<file path="src/core/idle_cmd_consts.svh">
// constants for the idle power command handler
//
// Behaviour
// - idle command decodes from two opcodes; sector count carries the timeout code
// - idle in standby enters performance idle, loads timer, starts countdown
// - idle command while already idle keeps the current idle mode
// - entering idle spins up the spindle unless already rotating
// - timeout code zero disables auto power-down; non-zero enables it
// - codes 1-240 give value times five; 241-251 give half hours
// - codes 252 to 255 give the four fixed special intervals
// - with auto power-down on, timer expiry without access enters standby
// - any host access before expiry reloads the full interval
// - idle-immediate decodes from two opcodes and takes no parameters
// - idle-immediate enters performance idle and spins up if not rotating
// - idle-immediate leaves the stored timeout code untouched
// - unload is idle-immediate, count zero plus signature; completion returns c4
// - unload request stops any read look-ahead in progress
// - unload while writing suspends cache flushing, keeping cached data
// - flushing resumes on soft reset, hard reset or any non-unload command
`ifndef IDLE_CMD_CONSTS_SVH
`define IDLE_CMD_CONSTS_SVH

`define OP_IDLE_A        8'he3
`define OP_IDLE_B        8'h97
`define OP_IMM_A         8'he1
`define OP_IMM_B         8'h95
`define UNLOAD_COUNT     8'h00
`define UNLOAD_SIG_LOW   8'h4c
`define UNLOAD_SIG_MID   8'h4e
`define UNLOAD_SIG_HIGH  8'h55
`define UNLOAD_ANSWER    8'hc4

`define CODE_LIN_MAX     8'd240
`define CODE_HALF_MAX    8'd251
`define CODE_21M         8'd252
`define CODE_8H          8'd253
`define CODE_21M10       8'd254
`define LIN_STEP_S       32'd5
`define HALF_HOUR_S      32'd1800
`define T_21M_S          15'd1260
`define T_8H_S           15'd28800
`define T_21M10_S        15'd1270
`define T_21M15_S        15'd1275

`define STAT_BSY_BIT     7
`define STAT_RDY_BIT     6
`define STAT_DF_BIT      5
`define STAT_DSC_BIT     4
`define STAT_ERR_BIT     0
`define ERR_ABT_BIT      2
`define STATUS_RESET     8'h00
`define ERROR_RESET      8'h00
`define LBA_LOW_RESET    8'h00
`define TIMEOUT_RESET    8'h00

`define SECOND_NS        1000000000
`define CLOCK_PERIOD_NS  8

`endif

</file>
<file path="src/core/idle_cmd_pkg.sv">
// types for the idle power command handler
package idle_cmd_pkg;

  typedef enum logic {
    pm_standby,
    pm_idle
  } power_mode_t;

  typedef logic [14:0] seconds_t;

endpackage

</file>
<file path="src/core/idle_power_command_handler.sv">
// idle and idle-immediate command handling with standby timer and unload
`timescale 1ns/100ps
`include "idle_cmd_consts.svh"
module idle_power_command_handler
  import idle_cmd_pkg::*;
#(
  parameter int TICK_CYCLES = `SECOND_NS / `CLOCK_PERIOD_NS
) (
  input  wire logic       clock,
  input  wire logic       rstn,
  // host command block
  input  wire logic       cmd_valid,
  input  wire logic [7:0] cmd_opcode,
  input  wire logic [7:0] cmd_count,
  input  wire logic [7:0] cmd_lba_low,
  input  wire logic [7:0] cmd_lba_mid,
  input  wire logic [7:0] cmd_lba_high,
  // drive side
  input  wire logic       host_access,
  input  wire logic       soft_reset,
  input  wire logic       spin_fault,
  input  wire logic       writing,
  input  wire logic       lookahead_active,
  input  wire logic       spindle_pin,
  // completion
  output logic            done_q,
  output logic [7:0]      status_q,
  output logic [7:0]      error_q,
  output logic [7:0]      lba_low_out_q,
  // drive state
  output logic            standby_q,
  output logic            spin_up_q,
  output logic            lookahead_stop_q,
  output logic            flush_hold_q,
  output logic            heads_unloaded_q,
  output logic [7:0]      timeout_code_q,
  output logic            timer_enabled_q,
  output seconds_t        remaining_q
);

  // spindle pin synchroniser and settled level
  logic        spin_s1_q;
  logic        spin_s2_q;
  logic        spin_s3_q;
  logic        spinning_q;
  logic        spin_settle;

  // command decode
  logic        op_idle;
  logic        op_imm;
  logic        op_ours;
  logic        sig_match;
  logic        unload_form;
  logic        rejected;
  logic        accept_idle;
  logic        accept_imm;
  logic        accept_unload;
  logic        other_cmd;
  logic        fault_free;

  // power mode
  power_mode_t mode_q;
  power_mode_t mode_d;
  logic        enter_idle;

  // timer control
  logic        tmr_load;
  logic        tmr_restart;
  logic        tmr_run;
  logic        tmr_expire;
  logic        tmr_enabled;
  seconds_t    tmr_remaining;
  logic        any_access;
  logic [7:0]  tmr_code;

  // cache and heads
  logic        flush_set;
  logic        flush_clr;
  logic        stop_pulse;
  logic        heads_set;
  logic        heads_clr;

  // completion fields
  logic [7:0]  status_d;
  logic [7:0]  error_d;
  logic [7:0]  lba_low_d;
  logic        spin_up_d;
  logic        standby_d;
  logic        complete;
  logic        flush_hold_d;
  logic        heads_d;

  always_ff @(posedge clock or negedge rstn) begin
    if (!rstn) begin
      spin_s1_q <= 1'b0;
    end else begin
      spin_s1_q <= spindle_pin;
    end
  end

  always_ff @(posedge clock or negedge rstn) begin
    if (!rstn) begin
      spin_s2_q <= 1'b0;
    end else begin
      spin_s2_q <= spin_s1_q;
    end
  end

  always_ff @(posedge clock or negedge rstn) begin
    if (!rstn) begin
      spin_s3_q <= 1'b0;
    end else begin
      spin_s3_q <= spin_s2_q;
    end
  end

  // only the later two stages are compared, the first only feeds the second stage
  assign spin_settle = (spin_s2_q == spin_s3_q);

  always_ff @(posedge clock or negedge rstn) begin
    if (!rstn) begin
      spinning_q <= 1'b0;
    end else if (spin_settle) begin
      spinning_q <= spin_s3_q;
    end
  end

  // both command families arrive under either of two opcodes
  function automatic logic opcode_pair(input logic [7:0] op,
                                       input logic [7:0] first,
                                       input logic [7:0] second);
    return (op == first) | (op == second);
  endfunction

  // the unload form needs all three signature bytes at once
  function automatic logic unload_signature(input logic [7:0] lo,
                                            input logic [7:0] mi,
                                            input logic [7:0] hi);
    logic lo_ok;
    logic mi_ok;
    logic hi_ok;
    lo_ok = (lo == `UNLOAD_SIG_LOW);
    mi_ok = (mi == `UNLOAD_SIG_MID);
    hi_ok = (hi == `UNLOAD_SIG_HIGH);
    return lo_ok & mi_ok & hi_ok;
  endfunction

  // set beats clear so a request landing with a clear is never lost
  function automatic logic set_clear(input logic cur,
                                     input logic set_in,
                                     input logic clr_in);
    logic nxt;
    nxt = cur;
    if (set_in)
      nxt = 1'b1;
    else if (clr_in)
      nxt = 1'b0;
    return nxt;
  endfunction

  assign op_idle = opcode_pair(cmd_opcode, `OP_IDLE_A, `OP_IDLE_B);
  assign op_imm  = opcode_pair(cmd_opcode, `OP_IMM_A, `OP_IMM_B);
  assign op_ours = op_idle | op_imm;

  assign sig_match = unload_signature(cmd_lba_low, cmd_lba_mid, cmd_lba_high);

  assign unload_form = op_imm & (cmd_count == `UNLOAD_COUNT) & sig_match;

  // a spindle that cannot turn makes either command fail
  assign rejected = cmd_valid & op_ours & spin_fault;

  assign fault_free    = ~spin_fault;
  assign accept_idle   = cmd_valid & op_idle & fault_free;
  assign accept_imm    = cmd_valid & op_imm & fault_free;
  assign accept_unload = accept_imm & unload_form;

  // everything except an unload, ours or not, lets the cache drain again
  assign other_cmd = cmd_valid & ~(op_imm & unload_form);

  assign enter_idle = accept_idle | accept_imm;

  always_comb begin
    mode_d = mode_q;
    unique case (mode_q)
      pm_standby: begin
        if (enter_idle) begin
          mode_d = pm_idle;
        end
      end
      pm_idle: begin
        if (enter_idle) begin
          mode_d = pm_idle;
        end else if (tmr_expire) begin
          mode_d = pm_standby;
        end
      end
    endcase
  end

  always_ff @(posedge clock or negedge rstn) begin
    if (!rstn) begin
      mode_q <= pm_idle;
    end else begin
      mode_q <= mode_d;
    end
  end

  // stored code changes only on the idle command, never on idle-immediate
  always_ff @(posedge clock or negedge rstn) begin
    if (!rstn) begin
      timeout_code_q <= `TIMEOUT_RESET;
    end else if (accept_idle) begin
      timeout_code_q <= cmd_count;
    end
  end

  assign any_access  = host_access | cmd_valid;
  assign tmr_load    = accept_idle;
  assign tmr_restart = any_access & ~accept_idle;
  assign tmr_run     = (mode_q == pm_idle) | accept_idle;
  assign tmr_code    = accept_idle ? cmd_count : timeout_code_q;

  standby_timer #(
    .TICK_CYCLES (TICK_CYCLES)
  ) u_timer (
    .clock       (clock),
    .rstn        (rstn),
    .load        (tmr_load),
    .restart     (tmr_restart),
    .run         (tmr_run),
    .code        (tmr_code),
    .expire_q    (tmr_expire),
    .enabled_q   (tmr_enabled),
    .remaining_q (tmr_remaining)
  );

  assign timer_enabled_q = tmr_enabled;
  assign remaining_q     = tmr_remaining;

  // spin request drops by itself once the spindle reports rotation
  assign spin_up_d = (mode_d == pm_idle) & ~spinning_q;

  assign standby_d = (mode_d == pm_standby);

  always_ff @(posedge clock or negedge rstn) begin
    if (!rstn) begin
      spin_up_q <= 1'b0;
    end else begin
      spin_up_q <= spin_up_d;
    end
  end

  always_ff @(posedge clock or negedge rstn) begin
    if (!rstn) begin
      standby_q <= 1'b0;
    end else begin
      standby_q <= standby_d;
    end
  end

  assign stop_pulse = accept_unload & lookahead_active;

  always_ff @(posedge clock or negedge rstn) begin
    if (!rstn) begin
      lookahead_stop_q <= 1'b0;
    end else begin
      lookahead_stop_q <= stop_pulse;
    end
  end

  assign flush_set = accept_unload & writing;
  assign flush_clr = soft_reset | other_cmd;

  // hold only gates the flush; cached data is never dropped here
  assign flush_hold_d = set_clear(flush_hold_q, flush_set, flush_clr);

  always_ff @(posedge clock or negedge rstn) begin
    if (!rstn) begin
      flush_hold_q <= 1'b0;
    end else begin
      flush_hold_q <= flush_hold_d;
    end
  end

  assign heads_set = accept_unload;
  assign heads_clr = soft_reset | other_cmd;
  assign heads_d   = set_clear(heads_unloaded_q, heads_set, heads_clr);

  always_ff @(posedge clock or negedge rstn) begin
    if (!rstn) begin
      heads_unloaded_q <= 1'b0;
    end else begin
      heads_unloaded_q <= heads_d;
    end
  end

  always_comb begin
    status_d = 8'h00;
    status_d[`STAT_BSY_BIT] = 1'b0;
    status_d[`STAT_DF_BIT]  = 1'b0;
    status_d[`STAT_RDY_BIT] = 1'b1;
    status_d[`STAT_DSC_BIT] = 1'b1;
    status_d[`STAT_ERR_BIT] = rejected;
  end

  always_comb begin
    error_d = 8'h00;
    error_d[`ERR_ABT_BIT] = rejected;
  end

  assign lba_low_d = accept_unload ? `UNLOAD_ANSWER : `LBA_LOW_RESET;

  assign complete = cmd_valid & op_ours;

  // completion fields except the one-cycle done_q pulse stand until the next command of ours completes
  always_ff @(posedge clock or negedge rstn) begin
    if (!rstn) begin
      done_q <= 1'b0;
    end else begin
      done_q <= complete;
    end
  end

  always_ff @(posedge clock or negedge rstn) begin
    if (!rstn) begin
      status_q <= `STATUS_RESET;
    end else if (complete) begin
      status_q <= status_d;
    end
  end

  always_ff @(posedge clock or negedge rstn) begin
    if (!rstn) begin
      error_q <= `ERROR_RESET;
    end else if (complete) begin
      error_q <= error_d;
    end
  end

  always_ff @(posedge clock or negedge rstn) begin
    if (!rstn) begin
      lba_low_out_q <= `LBA_LOW_RESET;
    end else if (complete) begin
      lba_low_out_q <= lba_low_d;
    end
  end

endmodule // idle_power_command_handler

</file>
<file path="src/core/standby_timer.sv">
// standby countdown timer with timeout code decode
`timescale 1ns/100ps
`include "idle_cmd_consts.svh"
module standby_timer
  import idle_cmd_pkg::*;
#(
  parameter int TICK_CYCLES = `SECOND_NS / `CLOCK_PERIOD_NS
) (
  input  wire logic       clock,
  input  wire logic       rstn,
  input  wire logic       load,
  input  wire logic       restart,
  input  wire logic       run,
  input  wire logic [7:0] code,
  output logic            expire_q,
  output logic            enabled_q,
  output seconds_t        remaining_q
);

  localparam int PW = $clog2(TICK_CYCLES + 1);

  function automatic seconds_t decode_code(input logic [7:0] c);
    seconds_t s;
    s = '0;
    if (c == 8'h00)
      s = '0;
    else if (c <= `CODE_LIN_MAX)
      s = seconds_t'(32'(c) * `LIN_STEP_S);
    else if (c <= `CODE_HALF_MAX)
      s = seconds_t'((32'(c) - 32'(`CODE_LIN_MAX)) * `HALF_HOUR_S);
    else if (c == `CODE_21M)
      s = `T_21M_S;
    else if (c == `CODE_8H)
      s = `T_8H_S;
    else if (c == `CODE_21M10)
      s = `T_21M10_S;
    else
      s = `T_21M15_S;
    return s;
  endfunction

  logic [PW-1:0] pre_q;
  logic          tick;
  logic          reload;

  assign reload = load | restart;
  assign tick   = run & enabled_q & (pre_q == PW'(TICK_CYCLES - 1));

  always_ff @(posedge clock or negedge rstn) begin
    if (!rstn)
      pre_q <= '0;
    else if (reload || !run || tick)
      pre_q <= '0;
    else
      pre_q <= pre_q + PW'(1);
  end

  always_ff @(posedge clock or negedge rstn) begin
    if (!rstn)
      enabled_q <= 1'b0;
    else if (load)
      enabled_q <= (code != 8'h00);
  end

  // a reload in the same cycle as the last tick wins, so access never loses
  always_ff @(posedge clock or negedge rstn) begin
    if (!rstn) begin
      remaining_q <= '0;
      expire_q    <= 1'b0;
    end else begin
      expire_q <= 1'b0;
      if (reload)
        remaining_q <= decode_code(code);
      else if (tick && remaining_q != '0) begin
        remaining_q <= remaining_q - seconds_t'(1);
        expire_q    <= (remaining_q == seconds_t'(1));
      end
    end
  end

endmodule // standby_timer

</file>
<file path="config.mk">
export PLATFORM = sky130hd
export DESIGN_NAME = idle_power_command_handler
export DESIGN_NICKNAME = d
export VERILOG_FILES = /design/src/core/idle_cmd_pkg.sv /design/src/core/idle_power_command_handler.sv /design/src/core/standby_timer.sv
export VERILOG_INCLUDE_DIRS = /design/src /design/src/core
export SDC_FILE = /design/constraint.sdc
export NUM_CORES = 1
export LEC_CHECK = 0
export ABC_CLOCK_PERIOD_IN_PS = 5600
export BUFFER_PORTS_ARGS = -buffer_cell sky130_fd_sc_hd__buf_2
export CAP_MARGIN = 10
export CELL_PAD_IN_SITES_DETAIL_PLACEMENT = 1
export CELL_PAD_IN_SITES_GLOBAL_PLACEMENT = 2
export CORE_MARGIN = 2
export CORE_UTILIZATION = 34
export DETAILED_ROUTE_END_ITERATION = 10
export PLACE_DENSITY_LB_ADDON = 0.1
export SLEW_MARGIN = 20
export SYNTH_ARGS = -nofsm -noshare
export SYNTH_HDL_FRONTEND = slang
export SYNTH_SLANG_ARGS = --single-unit
</file>
<file path="constraint.sdc">
create_clock -name clock -period 5.6 [get_ports clock]
set_input_delay 0.28 -clock clock [delete_from_list [all_inputs] [get_ports clock]]
set_output_delay 0.28 -clock clock [all_outputs]
set_load 0.02 [all_outputs]
</file>
Word-level counts from Yosys, hierarchy flattened:

Cells that the tools add are included.

* logic and storage cells: 103
* output and inout bits: 54
* bits in read-only memories: 0
* memories: 0
* latch bits: 0
* bits in writable memories: 0
* register bits: 74

* magnitude comparators: 2
* shift-type cells: 0
* equal/unequal tests: 13
* reduce and logical (&&, ||, !) cells: 11
* multipliers: 2
* bitwise logic cells: 33
* $add $sub $neg: 3
* multiplexer cells: 20
* div/mod/pow operators: 0

Operators by type and width (count)
* 15-bit 2-to-1 mux: 7
* 8-bit == test (second input constant): 7
* 32-bit by 8-bit multiplier with 12-bit output (second input constant): 1
* 27-bit by 1-bit adder with 27-bit output (second input constant): 1
* 27-bit == test (second input constant): 1
* 27-bit 2-to-1 mux: 1
* 8-bit by 7-bit == test with 1-bit output (second input constant): 3
* 1-bit AND: 19
* 8-bit less-or-equal comparator (second input constant): 2
* 8-bit zero test: 2
* 8-bit 2-to-1 mux: 2
* 15-bit by 1-bit == test with 1-bit output (second input constant): 1
* 15-bit nonzero test: 1
* 15-bit by 1-bit subtractor with 15-bit output (second input constant): 1
* 8-bit by 3-bit multiplier with 11-bit output (second input constant): 1
* 8-bit by 8-bit subtractor with 9-bit output (second input constant): 1
* 1-bit 2-to-1 mux: 8
* 1-bit OR: 8
* 8-bit nonzero test: 1
* 1-bit NOT: 6
* 2-bit nonzero test: 3
* 4-bit 2-to-1 mux: 1
* 1-bit logical OR: 2
* 1-bit case mux with 2 select lines: 1
* 3 further kinds: 3

Longest topological paths before layout:

* depth after elaboration: 13
* gate-level depth with buffers: 22
* mapped depth without buffers: 21

Modules after synthesis:

From an unflattened synthesis, not the netlist that was laid out.

* cell total of the unflattened synthesis: 504
* area total of the unflattened synthesis: 4663.2 µm²

By module, submodules not included
* standby_timer: times used 1, area each 3578.4 µm², cells each 410, seq. area each 1101.1 µm²
* idle_power_command_handler: times used 1, area each 1084.8 µm², cells each 94, seq. area each 551.8 µm²

Worst setup path before layout:

OpenSTA, ideal clock, no wires.

* kind: input-to-reg
* start point: in cmd_opcode[4]
* end point: reg u_timer.remaining_q[14]
* setup slack: 0.781 ns
* library setup time: 0.124 ns
* data required time: 5.476 ns
* cell stages on the path: 17
* arrival: 4.695 ns
* cells stage by stage: nand4bb_4 a211oi_4 buf_6 mux2i_1 inv_1 fa_1 ha_1 fa_1 ha_1 fa_1 a21o_1 a21oi_1 xnor2_1 xnor2_1 xnor2_1 mux2i_1 a211o_1

* longest elaborated chain between the ends: 12
* elaborated cells on any way between the ends: 27
* classes of those cells: 1 x add/sub; 1 x mul; 2 x order compare; 4 x eq/ne; 7 x mux; 9 x bitwise; 3 x reduce/logical

Ends and longest elaborated chain
* start: declaration: RTL line idle_power_command_handler.sv:13 `input wire logic [7:0] cmd_opcode,`
* 8-bit == test: RTL line idle_power_command_handler.sv:132 `return (op == first) | (op == second);`
* 1-bit OR *: RTL line idle_power_command_handler.sv:132
* 1-bit AND * (2 in a row): RTL line idle_power_command_handler.sv:173 `assign accept_idle = cmd_valid & op_idle & fault_free;`
* 8-bit 2-to-1 mux *: RTL line idle_power_command_handler.sv:221 `assign tmr_code = accept_idle ? cmd_count : timeout_code_q;`
* via tmr_code[2]: RTL line idle_power_command_handler.sv:74 `logic [7:0] tmr_code;`
* branches (longest 5 deep; another with 32-bit by 8-bit multiplier with 12-bit output)
* 15-bit 2-to-1 mux *: RTL line standby_timer.sv:25 `if (c == 8'h00)`
* 15-bit 2-to-1 mux *: RTL line standby_timer.sv:72 `if (reload)`
* end signal: assignment: RTL line standby_timer.sv:73 `remaining_q <= decode_code(code);`
* end signal: assignment: RTL line standby_timer.sv:75 `remaining_q <= remaining_q - seconds_t'(1);`
* end: declaration: RTL line standby_timer.sv:17 `output seconds_t remaining_q`

Mark *: on every way through the listed nets, which the timed path passes.
A chain may end at the register's enable or synchronous reset.

Final worst setup path:

Same ends and word-level chain as after synthesis.

==> results.md <==
* Worst Setup EP: u_timer.remaining_q[14]
* Row cnt at 43
* Pin count of the biggest net entering global routing at 67
* Top post-synthesis cells by area: dfrtp_1 34%, ha_1 10%, nor2_1 5.2%
* Tot GR Track Use at 0.2003
* Register-to-Register Path Depth at 15
* Crit path kind: input port to flip-flop
* First-pass GRT wire length at between 20000 and 25000 µm
* Post-synth top flop: dfrtp_1
* Area delta synth->final at 17.65%
* # hold bufs at CTS at 0
* PortBufs at 85
* Worst min path class: input port to flip-flop
* Worst slew pin tran at 1.063 ns
* Die H at 123.3 µm
* Vias in the first global route at about 4200
* Most frequent cell after synthesis: nor2_1
* Worst Path Required at 5.83 ns
* Max Freq at 211.2 MHz
* DR vias at 4114
* Number of synthesized flops with an enable pin at 0
* Inserted Diodes at 0
* Initial drt markers at 185
* Peak VDD IR at 0.1527 mV
* Final net count at 709
* Worst r2r dst: u_timer.remaining_q[14]
* Setup TNS at 0 ns
* Slew Viols, Final at 0
* Post-Syn Instances at 527
* Clk slew on worst S/H paths at about 0.060 ns
* Reg2Reg Launch Point: timeout_code_q[2]
* Critical path's slowest cell: a211oi_4
* Max FO, Critical Path at 9
* Post-synth top area cell: dfrtp_1
* Critical path cell sequence: buf_2 -> nand4bb_4 -> a211oi_4 -> mux2i_1 -> buf_4 -> inv_1 -> fa_1 -> ha_1 -> fa_1 -> ha_1 -> fa_1 -> a21o_1 -> a21oi_1 -> xnor2_1 -> xnor2_1 -> xnor2_1 -> mux2i_1 -> a211o_1
* Tot Pwr at 1423 µW
* Element type at the critical path end: flip-flop
* Drt drc at 0
* Final Hold Violating Endpoints at 0
* Arrival time worst endpoint at 4.97 ns
* Dpl hpwl at around 11000 µm
* Synthesized area at between 4000 and 5000 µm²
* Slew HR at 0.2866
* Post-synth top area share at 0.3364
* Routed WL at 14420 µm
* Total of max-cap violations at 0
* Clk root buf: clkbuf_16
* Largest stage delay on the critical path at around 0.56 ns
* Post_cts resized at 0
* Final setup viols at 0
* Status: finished clean
* 1st-pass router iterations at 4
* Die X at approximately 120 µm
* Num ports at ~100
* Critical Path Start Type: input port
* RSZ-0062 raised after global routing: no
* FF+latch count, synth at 66
* Final Wtd Congestion at 0.8542
* Synth Area per Inst at 9.176 µm²
* Sequential-to-total area share from yosys stat at 0.3418
* CTS H-Tree Depth at 3
* Post-synth ARST share at 1.000
* WL/cell at ~18 µm
* Pwr dens at 250.1 nW/µm²
* Via density at approximately 5.1
* Period utilization at 0.8457
* Postcts setup bufs at 0
* Pleak at 0.002801 µW
* Worst setup startpoint: cmd_opcode[4]
* Core area at 13880 µm²
* Max clock buf depth at 2
* CTS tree: built
* Share of cells above drive strength 1 at 0.2165
* Full die area at 15190 µm²
* Yosys warns at 0
* TritonCTS buffer count at 9
* Most instantiated cells after synthesis: 67 x nor2_1, 65 x dfrtp_1, 40 x ha_1
* Yosys cell types at 65
* Crit path buffers/inverters at 3
* Clk sinks at 66
* Initial antenna violation count at 0
* Reg-to-reg slack, setup at 1.41 ns
* Crit path depth at 18
* Grt total ovfl at 0
* Worst clock skew at a little under 0.006 ns
* Antenna-violating nets left at 0
* Crit path max-delay family: adder cells
* Clock Latency Late Sink at 0.35 ns
* Initial Util at 0.3484
* Period minus WS final at about 4.7 ns
==> stage by stage <==
| step | hold slack [ns] | instances | util | cell area, µm² | setup slack, ns |
|---|---|---|---|---|---|
| floorplan | -0.01559 | 543 | - | 4896 | 0.7806 |
| CTS | 0.02961 | 799 | 0.4095 | 5684 | 0.8013 |
| global placement | 0.3445 | 783 | 0.3876 | 5380 | 0.5389 |
| finish | 0.04094 | 799 | 0.4099 | 5689 | 0.8641 |
| global route | 0.02930 | 799 | 0.4099 | 5689 | 0.5482 |
| detailed placement | 0.3515 | 783 | 0.3876 | 5380 | 0.4501 |
==> how the worst min path moves through the flow <==
stage | startpoint | to | slack [ns] | cells past startpoint
6_report | spindle_pin | spin_s1_q | 0.04 | 1
5_1_grt | spindle_pin | spin_s1_q | 0.03 | 1
3_5_place_dp | spin_s1_q | spin_s2_q | 0.35 | 0
4_1_cts | spindle_pin | spin_s1_q | 0.03 | 1
2_1_floorplan | rstn | done_q | -0.02 | 0
3_3_place_gp | spin_s1_q | spin_s2_q | 0.34 | 0
==> state kept, by name, indices dropped and copies added, names as in the netlist, 2 cells and up <==
signal               cells
u_timer.pre_q           27
status_q                 2
timeout_code_q           8
u_timer.remaining_q     15
==> power by group <==
part,total (µW),switching [µW],internal [µW]
combinational,315,191,124
sequential,515,20.4,495
clock,592,235,358
total,1420,447,976
==> cells in the final DEF, fill, tap and decap left out, types with 10 or more instances in the layout <==
master / n
buf_2: 85
nand2_1: 32
a21oi_1: 16
nor2_1: 67
dfrtp_1: 65
xnor2_1: 24
o21ai_0: 13
nand3_1: 16
nor3_1: 21
xor2_1: 16
ha_1: 40
inv_1: 38
mux2i_1: 14
a31oi_1: 10
conb_1: 17
nand4_1: 11
==> per-layer routing <==
metal	part of all wire	wire, µm	track usage
met1	0.46	6656	0.2599
met2	0.49	7130	0.3424
met3	0.031	449	0.03367
met4	0.013	182	0.05753
met5	0	0	0
==> kinds of logic after synthesis <==
group                    count (synthesis)  share of synthesized area
other                                    1                  0.0007755
XOR/XNOR                                40                    0.07244
AO/OA/AOI/OAI                           78                     0.1144
flip-flops                              66                     0.3418
buffers and inverters                   71                    0.07555
AND/OR/NAND/NOR                        204                     0.2217
multiplexers                            20                    0.04295
adder cells (fa/ha/maj)                 47                     0.1304
==> cell type report <==
type / instances / area (µm²)
Timing Repair Buffer: 92 / 478.0
Clock buffer: 10 / 239.0
Multi-Input combinational cell: 406 / 2883
Clock inverter: 6 / 65.06
Inverter: 39 / 146.4
Fill cell: 1659 / 8192
Tap cell: 180 / 225.2
Sequential cell: 66 / 1653
(Power assumes the default switching activity.)
